==> src/design/dtpf_pkg.sv <==
package dtpf_pkg;
	// instruction timing
	localparam int INSN_CYCLE_NS = 250;
	localparam int MCLK_PERIOD_NS = 4;
	localparam int INSN_CYCLES = (INSN_CYCLE_NS + MCLK_PERIOD_NS - 1) / MCLK_PERIOD_NS;
	localparam int COEF_ROM_WORDS = 128;
	localparam int PTR_W = 6;
	localparam int WORD_W = 16;
	// opcode bits 21..13
	localparam logic [8:0] OP_TFR_TO_A_A   = 9'h1A9; // 1 1010 1001 ro,a family base
	localparam logic [1:0] GRP_TFR = 2'h3;
	localparam logic [2:0] GRP_PTR = 3'h7;
	// pointer ops (bits 18..13); bit 18 splits returns from steps
	localparam logic [5:0] PO_INC_A  = 6'h00;
	localparam logic [5:0] PO_INC_B  = 6'h01;
	localparam logic [5:0] PO_INC_O  = 6'h02;
	localparam logic [5:0] PO_DEC_A  = 6'h11;
	localparam logic [5:0] PO_DEC_B  = 6'h10;
	localparam logic [5:0] PO_DEC_O  = 6'h13;
	localparam logic [5:0] PO_DEC_C  = 6'h14;
	localparam logic [5:0] PO_RET_I  = 6'h31;
	localparam logic [5:0] PO_RET_S  = 6'h32;
	// transfer source select, bits 17..14
	localparam logic [3:0] SRC_STATUS  = 4'h0;
	localparam logic [3:0] SRC_CONTROL = 4'h1;
	localparam logic [3:0] SRC_REPEAT  = 4'h2;
	localparam logic [3:0] SRC_INPUT   = 4'h3;
	localparam logic [3:0] SRC_ROMPTR  = 4'h5;
	localparam logic [3:0] SRC_RAMPTR  = 4'h6;
	localparam logic [3:0] SRC_FLAGS   = 4'h7;
	localparam logic [3:0] SRC_SERIAL  = 4'h9;
	localparam logic [3:0] SRC_ACC     = 4'hA;
	// flag outcome modes
	typedef enum logic [2:0] {
		DTPF_FL_ZERO  = 3'h0,
		DTPF_FL_ONES  = 3'h1,
		DTPF_FL_NZ    = 3'h2,
		DTPF_FL_SIGNZ = 3'h3,
		DTPF_FL_KEEP  = 3'h4
	} dtpf_flmode_t;
	// register map
	localparam logic [7:0] ADDR_FLAGS   = 8'h00;
	localparam logic [7:0] ADDR_CONTROL = 8'h04;
	localparam logic [7:0] ADDR_STATUS  = 8'h08;
	localparam logic [7:0] ADDR_FLCMD   = 8'h0C;
	localparam logic [7:0] ADDR_SEROUT  = 8'h10;
	localparam logic [7:0] ADDR_PC      = 8'h14;
	localparam logic [7:0] ADDR_PTRS    = 8'h18;
	localparam logic [7:0] ADDR_ACCS    = 8'h1C;
	// field positions
	localparam int CTL_PROTECT_BIT = 1;
	localparam int FL_Z = 0;
	localparam int FL_N = 1;
	localparam int FL_C = 2;
	localparam logic [7:0] FLAGS_RST   = 8'h00;
	localparam logic [7:0] CONTROL_RST = 8'h00;
	localparam logic [7:0] STATUS_RST  = 8'h00;
	localparam logic [1:0] RESP_OKAY   = 2'h0;
	localparam logic [1:0] RESP_SLVERR = 2'h2;
endpackage : dtpf_pkg

==> src/design/dtpf_core.sv <==
`timescale 1ns/1ps
`default_nettype none
// How it works
// - one instruction issued every 63 mclk cycles (252 ns at 4 ns per mclk)
// - coefficient ROM pointer spans exactly 128 words
// - 16-bit serial sample in, results out serially
// - zero flag set when accumulator is zero
// - flag set when accumulator is all ones
// - flag set when accumulator is nonzero
// - flag set on sign mismatch with zero
// - control bit 1 enables overflow protection
// - protected result mantissa forced to zero
// - only marked instructions apply overflow protection
// - float carry flags use mantissa, like fixed
module dtpf_core #(
	parameter int INSN_CYCLES = dtpf_pkg::INSN_CYCLES
) (
	input  wire logic        mclk,
	input  wire logic        rst_b,
	input  wire logic [21:0] insn_word,
	input  wire logic        protect_marking,
	input  wire logic        float_op,
	input  wire logic [15:0] mant_a,
	input  wire logic [15:0] mant_b,
	input  wire logic [15:0] ybus_value,
	input  wire dtpf_pkg::dtpf_flmode_t flag_mode,
	input  wire logic [15:0] serial_in_pin,
	input  wire logic [15:0] return_address,
	input  wire logic        saved_int_enable,
	output logic             insn_strobe,
	output logic [15:0]      serial_out_holding,
	output logic [15:0]      pc,
	output logic             int_enable,
	output logic [6:0]       coef_rom_addr,
	input  wire logic [7:0]  s_axi_awaddr,
	input  wire logic        s_axi_awvalid,
	output logic             s_axi_awready,
	input  wire logic [31:0] s_axi_wdata,
	input  wire logic [3:0]  s_axi_wstrb,
	input  wire logic        s_axi_wvalid,
	output logic             s_axi_wready,
	output logic [1:0]       s_axi_bresp,
	output logic             s_axi_bvalid,
	input  wire logic        s_axi_bready,
	input  wire logic [7:0]  s_axi_araddr,
	input  wire logic        s_axi_arvalid,
	output logic             s_axi_arready,
	output logic [31:0]      s_axi_rdata,
	output logic [1:0]       s_axi_rresp,
	output logic             s_axi_rvalid,
	input  wire logic        s_axi_rready
);
	import dtpf_pkg::*;

	////////////////////////////////////////////////////////////////////
	logic [15:0] sin_meta, sin_sync, serial_in_holding;
	logic [15:0] acc_a, acc_b, next_acc_a, next_acc_b;
	logic [PTR_W-1:0] ram_pointer_first, ram_pointer_second;
	logic [PTR_W-1:0] repeat_counter;
	logic [PTR_W:0]   coef_rom_pointer;
	logic [PTR_W-1:0] next_rpa, next_rpb, next_rc;
	logic [PTR_W:0]   next_rop;
	logic [7:0]  condition_flags, control_bits, status_bits;
	logic [7:0]  next_flags, next_control, next_status;
	logic [15:0] next_sout, next_pc;
	logic        next_ie;
	logic [7:0]  cyc_cnt, next_cyc_cnt;
	logic        issue;
	logic [15:0] flag_src, fl_result;
	logic        fl_flag, is_tfr, is_ptr, to_b;
	logic        dest_b, tfr_in;
	logic [15:0] src_val;
	logic        mant_carry, mant_neg;
	logic [16:0] mant_sum;

	// sample pins are async to mclk
	always_ff @(posedge mclk) begin
		sin_meta <= serial_in_pin;
		sin_sync <= sin_meta;
	end

	////////////////////////////////////////////////////////////////////
	// instruction cycle divider
	always_comb begin
		issue = (cyc_cnt == 8'(INSN_CYCLES - 1));
		next_cyc_cnt = issue ? 8'h00 : cyc_cnt + 8'h01;
	end
	assign insn_strobe = issue;

	////////////////////////////////////////////////////////////////////
	logic        aw_hold, w_hold, next_aw_hold, next_w_hold;
	logic [7:0]  aw_addr, next_aw_addr;
	logic [31:0] w_data, next_w_data;
	logic [3:0]  w_strb, next_w_strb;
	logic        next_bvalid, next_rvalid;
	logic [1:0]  next_bresp, next_rresp;
	logic [31:0] next_rdata;
	logic        wr_go, wr_ok;

	assign s_axi_awready = !aw_hold && !s_axi_bvalid;
	assign s_axi_wready  = !w_hold && !s_axi_bvalid;
	assign s_axi_arready = !s_axi_rvalid;

	always_comb begin
		next_aw_hold = aw_hold;
		next_w_hold  = w_hold;
		next_aw_addr = aw_addr;
		next_w_data  = w_data;
		next_w_strb  = w_strb;
		if (s_axi_awvalid && s_axi_awready) begin
			next_aw_hold = 1'b1;
			next_aw_addr = s_axi_awaddr;
		end
		if (s_axi_wvalid && s_axi_wready) begin
			next_w_hold = 1'b1;
			next_w_data = s_axi_wdata;
			next_w_strb = s_axi_wstrb;
		end
		wr_go = aw_hold && w_hold;
		wr_ok = (aw_addr == ADDR_FLAGS) || (aw_addr == ADDR_CONTROL) ||
			(aw_addr == ADDR_STATUS) || (aw_addr == ADDR_FLCMD);
		next_bvalid = s_axi_bvalid;
		next_bresp  = s_axi_bresp;
		if (s_axi_bvalid && s_axi_bready)
			next_bvalid = 1'b0;
		if (wr_go) begin
			next_aw_hold = 1'b0;
			next_w_hold  = 1'b0;
			next_bvalid  = 1'b1;
			next_bresp   = wr_ok ? RESP_OKAY : RESP_SLVERR;
		end
		next_rvalid = s_axi_rvalid;
		next_rdata  = s_axi_rdata;
		next_rresp  = s_axi_rresp;
		if (s_axi_rvalid && s_axi_rready)
			next_rvalid = 1'b0;
		if (s_axi_arvalid && s_axi_arready) begin
			next_rvalid = 1'b1;
			next_rresp  = RESP_OKAY;
			unique case (s_axi_araddr)
				ADDR_FLAGS:   next_rdata = {24'h000000, condition_flags};
				ADDR_CONTROL: next_rdata = {24'h000000, control_bits};
				ADDR_STATUS:  next_rdata = {24'h000000, status_bits};
				ADDR_FLCMD:   next_rdata = 32'h00000000;
				ADDR_SEROUT:  next_rdata = {16'h0000, serial_out_holding};
				ADDR_PC:      next_rdata = {15'h0000, int_enable, pc};
				ADDR_PTRS:    next_rdata = {8'h00, repeat_counter,
					coef_rom_pointer[PTR_W-1:0], ram_pointer_second,
					ram_pointer_first};
				ADDR_ACCS:    next_rdata = {acc_b, acc_a};
				default: begin
					next_rdata = 32'h00000000;
					next_rresp = RESP_SLVERR;
				end
			endcase
		end
	end

	////////////////////////////////////////////////////////////////////
	// flag generation
	assign to_b    = insn_word[13];
	dtpf_flag_unit dtpf_flag_unit_i (
		.acc_value  (flag_src),
		.ybus_value (ybus_value),
		.mode       (flag_mode),
		.protect_on (control_bits[CTL_PROTECT_BIT] && protect_marking),
		.flag_out   (fl_flag),
		.result_out (fl_result)
	);

	// float carry/sign taken from mantissas exactly as fixed point
	always_comb begin
		mant_sum   = {1'b0, mant_a} + {1'b0, mant_b};
		mant_carry = mant_sum[16];
		mant_neg   = mant_sum[15];
	end

	////////////////////////////////////////////////////////////////////
	// source select, apart from execute so the flag unit sees the value
	// being written rather than the one it replaces
	always_comb begin
		is_tfr = (insn_word[21:20] == GRP_TFR) && !insn_word[19];
		is_ptr = (insn_word[21:19] == GRP_PTR);
		unique case (insn_word[17:14])
			SRC_STATUS:  src_val = {8'h00, status_bits};
			SRC_CONTROL: src_val = {8'h00, control_bits};
			SRC_REPEAT:  src_val = {repeat_counter, 10'h000};
			SRC_INPUT:   src_val = serial_in_holding;
			SRC_ROMPTR:  src_val = {coef_rom_pointer[PTR_W-1:0], 10'h000};
			SRC_RAMPTR:  src_val = insn_word[0] ?
				{ram_pointer_second, 10'h000} : {ram_pointer_first, 10'h000};
			SRC_FLAGS:   src_val = {condition_flags[2:0], 13'h0000};
			SRC_SERIAL:  src_val = serial_in_holding;
			SRC_ACC:     src_val = to_b ? acc_b : acc_a;
			default:     src_val = 16'h0000;
		endcase
		tfr_in = is_tfr && insn_word[18];
		// accumulator moves name the source, so the target is the other one
		dest_b = to_b ^ (tfr_in && insn_word[17:14] == SRC_ACC);
		flag_src = tfr_in ? src_val : (dest_b ? acc_b : acc_a);
	end

	////////////////////////////////////////////////////////////////////
	// execute
	always_comb begin
		next_acc_a   = acc_a;
		next_acc_b   = acc_b;
		next_rpa     = ram_pointer_first;
		next_rpb     = ram_pointer_second;
		next_rop     = coef_rom_pointer;
		next_rc      = repeat_counter;
		next_pc      = pc;
		next_ie      = int_enable;
		next_flags   = condition_flags;
		next_control = control_bits;
		next_status  = status_bits;
		next_sout    = serial_out_holding;
		if (issue) begin
			if (tfr_in) begin
				if (dest_b)
					next_acc_b = src_val;
				else
					next_acc_a = src_val;
			end else if (is_tfr && insn_word[17:14] == 4'h8) begin
				next_sout = insn_word[12] ? acc_b : acc_a;
			end else if (is_ptr) begin
				unique case (insn_word[18:13])
					PO_INC_A: next_rpa = ram_pointer_first + 6'h01;
					PO_INC_B: next_rpb = ram_pointer_second + 6'h01;
					PO_INC_O: next_rop = coef_rom_pointer + 7'h01;
					PO_DEC_A: next_rpa = ram_pointer_first - 6'h01;
					PO_DEC_B: next_rpb = ram_pointer_second - 6'h01;
					PO_DEC_O: next_rop = coef_rom_pointer - 7'h01;
					PO_DEC_C: next_rc = repeat_counter - 6'h01;
					PO_RET_I: begin
						next_pc = return_address;
						next_ie = saved_int_enable;
					end
					PO_RET_S: next_pc = return_address;
					default: next_pc = pc + 16'h0001;
				endcase
			end
			if (flag_mode != DTPF_FL_KEEP) begin
				next_flags[FL_Z] = fl_flag;
				if (dest_b)
					next_acc_b = fl_result;
				else
					next_acc_a = fl_result;
			end
			if (float_op) begin
				next_flags[FL_C] = mant_carry;
				next_flags[FL_N] = mant_neg;
			end
			if (!(is_ptr && insn_word[18:17] == 2'h3))
				next_pc = pc + 16'h0001;
		end
		// software writes; a flags write landing on an issue cycle is dropped
		if (wr_go && w_strb[0]) begin
			if (aw_addr == ADDR_CONTROL)
				next_control = w_data[7:0];
			if (aw_addr == ADDR_STATUS)
				next_status = w_data[7:0];
			if (aw_addr == ADDR_FLAGS && !issue)
				next_flags = w_data[7:0];
		end
	end
	assign coef_rom_addr = coef_rom_pointer;

	////////////////////////////////////////////////////////////////////
	always_ff @(posedge mclk) begin
		if (!rst_b) begin
			cyc_cnt            <= 8'h00;
			serial_in_holding  <= 16'h0000;
			acc_a              <= 16'h0000;
			acc_b              <= 16'h0000;
			ram_pointer_first  <= 6'h00;
			ram_pointer_second <= 6'h00;
			coef_rom_pointer   <= 7'h00;
			repeat_counter     <= 6'h00;
			pc                 <= 16'h0000;
			int_enable         <= 1'b0;
			condition_flags    <= FLAGS_RST;
			control_bits       <= CONTROL_RST;
			status_bits        <= STATUS_RST;
			serial_out_holding <= 16'h0000;
			aw_hold            <= 1'b0;
			w_hold             <= 1'b0;
			aw_addr            <= 8'h00;
			w_data             <= 32'h00000000;
			w_strb             <= 4'h0;
			s_axi_bvalid       <= 1'b0;
			s_axi_bresp        <= RESP_OKAY;
			s_axi_rvalid       <= 1'b0;
			s_axi_rdata        <= 32'h00000000;
			s_axi_rresp        <= RESP_OKAY;
		end else begin
			cyc_cnt            <= next_cyc_cnt;
			serial_in_holding  <= sin_sync;
			acc_a              <= next_acc_a;
			acc_b              <= next_acc_b;
			ram_pointer_first  <= next_rpa;
			ram_pointer_second <= next_rpb;
			coef_rom_pointer   <= next_rop;
			repeat_counter     <= next_rc;
			pc                 <= next_pc;
			int_enable         <= next_ie;
			condition_flags    <= next_flags;
			control_bits       <= next_control;
			status_bits        <= next_status;
			serial_out_holding <= next_sout;
			aw_hold            <= next_aw_hold;
			w_hold             <= next_w_hold;
			aw_addr            <= next_aw_addr;
			w_data             <= next_w_data;
			w_strb             <= next_w_strb;
			s_axi_bvalid       <= next_bvalid;
			s_axi_bresp        <= next_bresp;
			s_axi_rvalid       <= next_rvalid;
			s_axi_rdata        <= next_rdata;
			s_axi_rresp        <= next_rresp;
		end
	end
endmodule // dtpf_core
`default_nettype wire

==> src/design/dtpf_flag_unit.sv <==
`timescale 1ns/1ps
`default_nettype none
module dtpf_flag_unit (
	input  wire logic [15:0]           acc_value,
	input  wire logic [15:0]           ybus_value,
	input  wire dtpf_pkg::dtpf_flmode_t mode,
	input  wire logic                  protect_on,
	output logic                       flag_out,
	output logic [15:0]                result_out
);
	import dtpf_pkg::*;
	logic is_zero;
	always_comb begin
		is_zero = (acc_value == 16'h0000);
		unique case (mode)
			DTPF_FL_ZERO:  flag_out = is_zero;
			DTPF_FL_ONES:  flag_out = (acc_value == 16'hFFFF);
			DTPF_FL_NZ:    flag_out = !is_zero;
			DTPF_FL_SIGNZ: flag_out = (acc_value[15] != ybus_value[15]) && is_zero;
			default:       flag_out = 1'b0;
		endcase
		// sign mismatch with zero mantissa is the covered overflow case
		if (protect_on && mode == DTPF_FL_SIGNZ && flag_out)
			result_out = 16'h0000;
		else
			result_out = acc_value;
	end
endmodule // dtpf_flag_unit
`default_nettype wire

==> config.mk <==
export PLATFORM = sky130hd
export DESIGN_NAME = dtpf_core
export DESIGN_NICKNAME = d
export VERILOG_FILES = /design/src/design/dtpf_pkg.sv /design/src/design/dtpf_core.sv /design/src/design/dtpf_flag_unit.sv
export SDC_FILE = /design/constraint.sdc
export NUM_CORES = 1
export LEC_CHECK = 0
export BUFFER_PORTS_ARGS = -buffer_cell sky130_fd_sc_hd__buf_2
export CORE_ASPECT_RATIO = 1.5
export CORE_MARGIN = 4
export CORE_UTILIZATION = 49
export DETAILED_ROUTE_END_ITERATION = 10
export PLACE_DENSITY = 0.8
export SETUP_SLACK_MARGIN = 0.05
export SLEW_MARGIN = 25
export SYNTH_ARGS = -nofsm -noshare
export SYNTH_HDL_FRONTEND = slang
export SYNTH_SLANG_ARGS = --single-unit
==> constraint.sdc <==
create_clock -name mclk -period 3.2 [get_ports mclk]
set_input_delay 0.48 -clock mclk [delete_from_list [all_inputs] [get_ports mclk]]
set_output_delay 0.48 -clock mclk [all_outputs]
set_load 0.02 [all_outputs]
* Yosys cells after proc, flatten, opt, wreduce, memory -nomap -nowiden
Index checks and enable logic that the tools add are counted.
** Operators by class
- $mul :: 0
- Multiplexer cells :: 36
- Add/sub/neg operators :: 10
- $lt $le $gt $ge :: 0
- Shift-type cells :: 0
- Reduce and logical (&&, ||, !) cells :: 56
- Equality and inequality tests :: 41
- Bitwise gates (word level) :: 4
- Div/mod/pow operators :: 0
** Operators by type and width (number)
- two-way mux 16 bit :: 18
- one-hot mux 32 bit (7 select lines) :: 1
- one-hot mux 16 bit (8 select lines) :: 1
- equality test 8 x 4 -> 1 bit (second input constant) :: 4
- equality test 8 x 5 -> 1 bit (second input constant) :: 4
- one-hot mux 16 bit (2 select lines) :: 1
- AND reduction 5 bit :: 6
- equality test 6 x 5 -> 1 bit (second input constant) :: 4
- one-hot mux 6 bit (2 select lines) :: 2
- logical AND 1 bit :: 19
- subtractor 6 x 1 -> 6 bit (second input constant) :: 3
- adder 16 x 16 -> 17 bit :: 1
- adder 16 x 1 -> 16 bit (second input constant) :: 1
- equality test 16 bit (second input constant) :: 1
- equality test 8 x 3 -> 1 bit (second input constant) :: 2
- zero test 16 bit :: 1
- zero test 8 bit :: 2
- one-hot mux 7 bit (2 select lines) :: 1
- adder 6 x 1 -> 6 bit (second input constant) :: 2
- equality test 4 x 3 -> 1 bit (second input constant) :: 3
- equality test 4 bit (second input constant) :: 3
- equality test 6 bit (second input constant) :: 2
- nonzero test 2 bit :: 5
- two-way mux 3 bit :: 3
- other kinds (30) :: 57
** Storage, ports and cells
- Register bits after elaboration :: 227
- Bits in latches :: 0
- Input bits :: 167
- Word-level logic and storage cells :: 174
- Output and inout port bits :: 82
- Memories :: 0
- Bits in writable memories :: 0
- Bits in read-only memories :: 0

* Logic depth before layout (Yosys ltp)
- Word-level depth :: 14
- Gate-level depth with buffers :: 15
- Depth with buffers taken out :: 12

* Hierarchy
A second synthesis with hierarchy kept.
** Unflattened totals
- Cell total of the unflattened synthesis :: 1293
- Area, all modules :: 11084.4 µm²
** By module, submodules not included
- dtpf_core :: times used 1, sequential area each 4504.3 µm², area an instance 10884.2 µm², cells an instance 1259
- dtpf_flag_unit :: times used 1, sequential area each 0.0 µm², area an instance 200.2 µm², cells an instance 34

* Worst setup path before layout
OpenSTA, ideal clock, no wires.
- Path kind :: input to register
- From :: input port insn_word[13]
- To :: register coef_rom_pointer[6], in the netlist coef_rom_addr[6]
- Library setup time :: 128 ps
- Data required time :: 3072 ps
- Arrival :: 3232 ps
- Cell stages on the path :: 15
- Path buffers :: 4
- Slack :: -160 ps
- Cell sequence :: clkbuf_1 > buf_2 > buf_2 > clkbuf_1 > nand4_1 > inv_1 > ha_1 > nor2b_1 > o21ai_0 > a21boi_0 > o21ai_0 > a21oi_1 > nand3b_1 > xor2_1 > nor2_1
** Between the ends
- Longest elaborated chain between the ends :: 3
- Elaborated cells between the ends (all ways) :: 5
- Classes of those cells :: eq/ne: 2; mux: 1; reduce/logical: 2
** RTL lines
- from (decl) :: line dtpf_core.sv:20 : input wire logic [21:0] insn_word,
- equality test 6 x 5 -> 1 bit or equality test 6 x 2 -> 1 bit (tied branches) :: line dtpf_core.sv:227 : unique case (insn_word[18:13])
- nonzero test 2 bit (no source line)
- AND reduction 5 bit (no source line)
- to (signal assigned) :: line dtpf_core.sv:303 : coef_rom_pointer <= next_rop;
- to (decl) :: line dtpf_core.sv:60 : logic [PTR_W:0] coef_rom_pointer;
Several ways; a longest one is shown, not always the timed one.
A chain may end at the register's enable or synchronous reset.

* Final worst setup path
- From :: register cyc_cnt[2]
- To :: output port insn_strobe
** Between the ends
- Longest elaborated chain between the ends :: 1
** RTL lines
- from (decl) :: line dtpf_core.sv:67 : logic [7:0] cyc_cnt, next_cyc_cnt;
- from (signal assigned) :: line dtpf_core.sv:297 : cyc_cnt <= next_cyc_cnt;
- equality test 8 x 6 -> 1 bit :: line dtpf_core.sv:85 : issue = (cyc_cnt == 8'(INSN_CYCLES - 1));
- to (decl) :: line dtpf_core.sv:30 : output logic insn_strobe,
No other way between the ends.

==> impl.org <==
** Cells and area
- FF+latch area :: 0.00450 mm2
- Once layout is complete, the utilization of the core stands at 59.4%.
- In the final layout, the multi-input gates occupy 0.00612 mm2.
- Fillers :: 2011
- Proportion of layout cells with a drive suffix above 1 :: 20.7%
- Design Area, Final :: 0.0132 mm2
- Area growth from synthesis to layout :: 20.0%
- The final layout contains 1735 nets.

** STA
- Setup skew after layout :: 0.0120 ns
- Setup TNS after final layout :: 0 ns
- The final hold violation count was 0.
- Period utilization :: 88.5%
- Worst slew slack as a fraction of its limit :: 28.1%
- Post-layout minimum cycle time :: 2.83 ns
- Derived from the worst setup path, the maximum achievable clock frequency is 353 MHz.
- Unrepaired setup endpoints after global routing :: false
- Slew of the pin with the lowest slew margin :: 1.08 ns
- Setup violations remaining at the end of the flow were counted as 0.
- On the final layout, the worst hold slack is 0.0746 ns.
- Count of pins over their slew limit :: 0

** Setup path
- Register-to-Register Path Depth :: 8
- In this run the worst path has a maximum fanout of 25.
- For the worst setup path, the data arrival time is 2.35 ns.
- Setup slack on the worst reg-to-reg path comes out at 0.45 ns.
- Required time at the worst-slack endpoint :: 2.72 ns
- Critical Path Max Stage Delay :: 0.41 ns
- The most numerous cell type found on the critical path is sky130_fd_sc_hd__buf_4.
- By startpoint and endpoint, the worst setup path is classified as reg2out.
- Startpoint class of the critical path :: flip-flop
- The worst register-to-register path ends at condition_flags[0]$_SDFF_PN0_.
- The largest individual stage delay along the critical path comes from the cell sky130_fd_sc_hd__dfxtp_1.
- STA classifies the critical path endpoint as an output port.
- Cells traversed along the worst timing path :: and4_1, nand3_1, buf_4, inv_2, buf_4, buf_2
- The startpoint identified for the worst register-to-register timing path is ram_pointer_second[0]$_SDFFE_PN0P_.
- End point of the critical path :: insn_strobe
- Critical path origin :: cyc_cnt[2]$_SDFF_PP0_

** Synth
- The commonest cells after synthesis are 225 x sky130_fd_sc_hd__dfxtp_1, 206 x sky130_fd_sc_hd__nor2_1, 151 x sky130_fd_sc_hd__a21oi_1.
- The mapped netlist covers 0.0110 mm2.
- Mean instance size in the synthesized netlist :: 8.32 um2
- After synthesis, the share of flip-flops with an asynchronous set or reset is 0%.
- The biggest area contributor in the post-synthesis netlist is sky130_fd_sc_hd__dfxtp_1.
- Yosys instantiated no cell more often than sky130_fd_sc_hd__dfxtp_1.
- Distinct cell type count after synthesis :: 74
- EDFF count, synth :: 0
- Synthesis handed over a netlist of 1327 instances.
- In the post-synthesis netlist, the biggest area contributors are sky130_fd_sc_hd__dfxtp_1 41%, sky130_fd_sc_hd__nor2_1 7.0%, sky130_fd_sc_hd__a21oi_1 6.8%.
- #FFs+latches synth :: 225
- The Yosys step of the flow raised 0 warnings.
- Area share of the leading cell type in the synthesized netlist :: 40.8%
- The most used flip-flop cell after synthesis is sky130_fd_sc_hd__dfxtp_1.
- Sequential elements use 40.8% of the synthesized area.

** Clocking
- Clock latency of the later-clocked register in the worst-skew pair :: 0.51 ns
- Number of sinks handled by clock tree synthesis :: 225
- Post_cts resized :: 0
- TritonCTS built the clock tree.
- After clock tree synthesis, the flow added hold-fix buffers numbering 0.
- TritonCTS Buffers :: 21
- In this run the number of H-tree levels came out at 1.
- Number of buffers inserted to repair setup after CTS :: 0
- Maximum count of clock buffers along a single path :: 3
- Root cell of the clock tree :: sky130_fd_sc_hd__clkbuf_16
- Clock-pin slew was measured on the worst setup and hold paths at 0.07 ns.

** Routing
- Number of vias per cell :: 5.94
- Mean routed wirelength per cell :: 19.5 um
- Total vias in the final route :: 10800
- The pre-antenna-repair detailed-routing pass consisted of 5 iterations.
- DRC violation count after routing :: 0
- Final routed wirelength across all metal layers :: 35600 um
- The detail route stage leaves a number of antenna-violating nets equal to 0.
- First-iteration detailed-routing DRC count :: 910

** Place
- Last weighted congestion value of the routability-driven placer :: 1.01
- Cell area after placement :: 0.0126 mm2
- Number of buffers added on ports :: 192
- Detailed Place HPWL :: 27800 um

** Run status
- The run finished with clean final reports.

** Die
- The die covers 0.0250 mm2.
- For this design the top-level I/O count stands at 249.
- Die boundary height :: 192 um
- For this configuration, the core starts out at a cell density of 49.5%.
- Width of the die :: 131 um
- Core area :: 0.0223 mm2
- Cell Rows :: 67

** Power
- In this run the power spent charging and discharging nets is 1.33 mW.
- Overall power consumption after layout is estimated at 5.69 mW.
- Portion of total power attributed to combinational logic :: 7.2%
- Cell internal power dissipation :: 4.35 mW
- Power spread over the standard cell area amounts to 429 mW/mm2.
- Reg power frac :: 50.8%
- Summed over all cells, the static leakage comes to 5.54 nW.
- VDD sags by at most 0.431 mV.
- Of the total power, the share spent switching nets is 23.5%.
- The clock network accounts for 42.0% of the total power.

** Global route
- Entering global routing, the biggest net connects 66 pins.
- Global routing consumed, over all layers together, 28.0% of the routing resources.
- Global routing finished with a remaining overflow of 0.
- First-pass GRT wire length :: 55500 um
- The via count of the first global-routing pass was 10500.
- The number of antenna violations at the first check in global routing came to 1.

** Min path
- In this run the most critical hold path is launched from serial_in_pin[12].
- The path class of the tightest hold or removal check is in2reg.

** Job
- Maximum Capacitance Violations :: 0
[cells by family (layout without fill, tap and decap cells)]
kind of cell               after synthesis  after routing  share of synthesized area, %
and+or+nand+nor                        471            471                          19.7
AOI/OAI and AO/OA                      380            380                          21.6
DFF                                    225            225                          40.8
buffers and inverters                  104            323                          3.83
muxes                                   79             79                          7.25
adders and majority gates               35             35                          4.17
xor gates and xnor gates                32             32                          2.61
other                                    1              3                        0.0340
[worst min-delay path by stage]
stage,cells after the start,endpoint
floorplan,0,sin_sync[0]$_DFF_P_
global placement,0,sin_sync[14]$_DFF_P_
detailed placement,0,sin_sync[10]$_DFF_P_
CTS,1,sin_meta[3]$_DFF_P_
global route,1,sin_meta[6]$_DFF_P_
finish,1,sin_meta[12]$_DFF_P_
[critical path, delay by kind of cell (launching register included)]
kind          cells  cell delay [ns]
buf+inv           4             1.02
flops             1             0.41
simple gates      2             0.40
[state kept, by name, indices dropped and copies added, names as in the netlist, 6 cells and up]
register and flops:
acc_b 16, ram_pointer_second 6, w_data 8, cyc_cnt 8, aw_addr 8, status_bits 8, s_axi_rdata 32, sin_sync 16
pc 16, serial_out_holding 16, ram_pointer_first 6, condition_flags 8, sin_meta 16, control_bits 8, acc_a 16, coef_rom_addr 7
serial_in_holding 16, repeat_counter 6
[layer usage]
layer,GRT usage [%],vias to the layer above,share of wire [%]
met5,0,-,0
met4,18.6,0,7.6
met3,4.40,127,7.4
met2,47.7,539,47
met1,31.9,4993,38
li1,-,5177,-
[power groups by stage]
stage / clock, mW / combinational [mW] / sequential [mW]
after detailed placement: 0 / 0.408 / 2.95
after floorplan: 0 / 0.240 / 2.94
after global placement: 0 / 0.399 / 2.95
after CTS: 2.44 / 0.410 / 2.89
after global routing: 2.53 / 0.451 / 2.89
final: 2.39 / 0.411 / 2.89
[layout by cell type (no fill, tap or decap), drive strengths merged, types with 7 or more instances in the layout]
cell type,n
buf,263
dfxtp,225
nor2,208
a21oi,151
nand2,108
mux2i,71
a22oi,62
o21ai,46
nand3,32
ha,32
clkbuf,28
a211oi,26
and2,25
inv,24
nor3,22
xnor2,17
a31oi,16
o22ai,15
xor2,15
nor4,13
a21o,13
nand4,9
nand2b,9
mux2,8
nor2b,7
a22o,7
[metrics by stage]
| stage | cells | setup slack [ns] |
|---|---|---|
| 5_1_grt | 1824 | 0.187 |
| 2_1_floorplan | 1328 | 0.0551 |
| 4_1_cts | 1823 | 0.346 |
| 3_5_place_dp | 1786 | -0.0553 |
| 3_3_place_gp | 1786 | 0.0973 |
| 6_report | 1824 | 0.368 |
[final cells by class]
type / count / area share [%]
Clock buffer: 28 / 4.24
Inverter: 23 / 0.671
Timing Repair Buffer: 263 / 11.6
Multi-Input combinational cell: 999 / 46.3
Antenna cell: 1 / 0.0189
Sequential cell: 225 / 34.0
Tap cell: 276 / 2.61
Clock inverter: 9 / 0.624
Power figures use the tool's default switching activity.
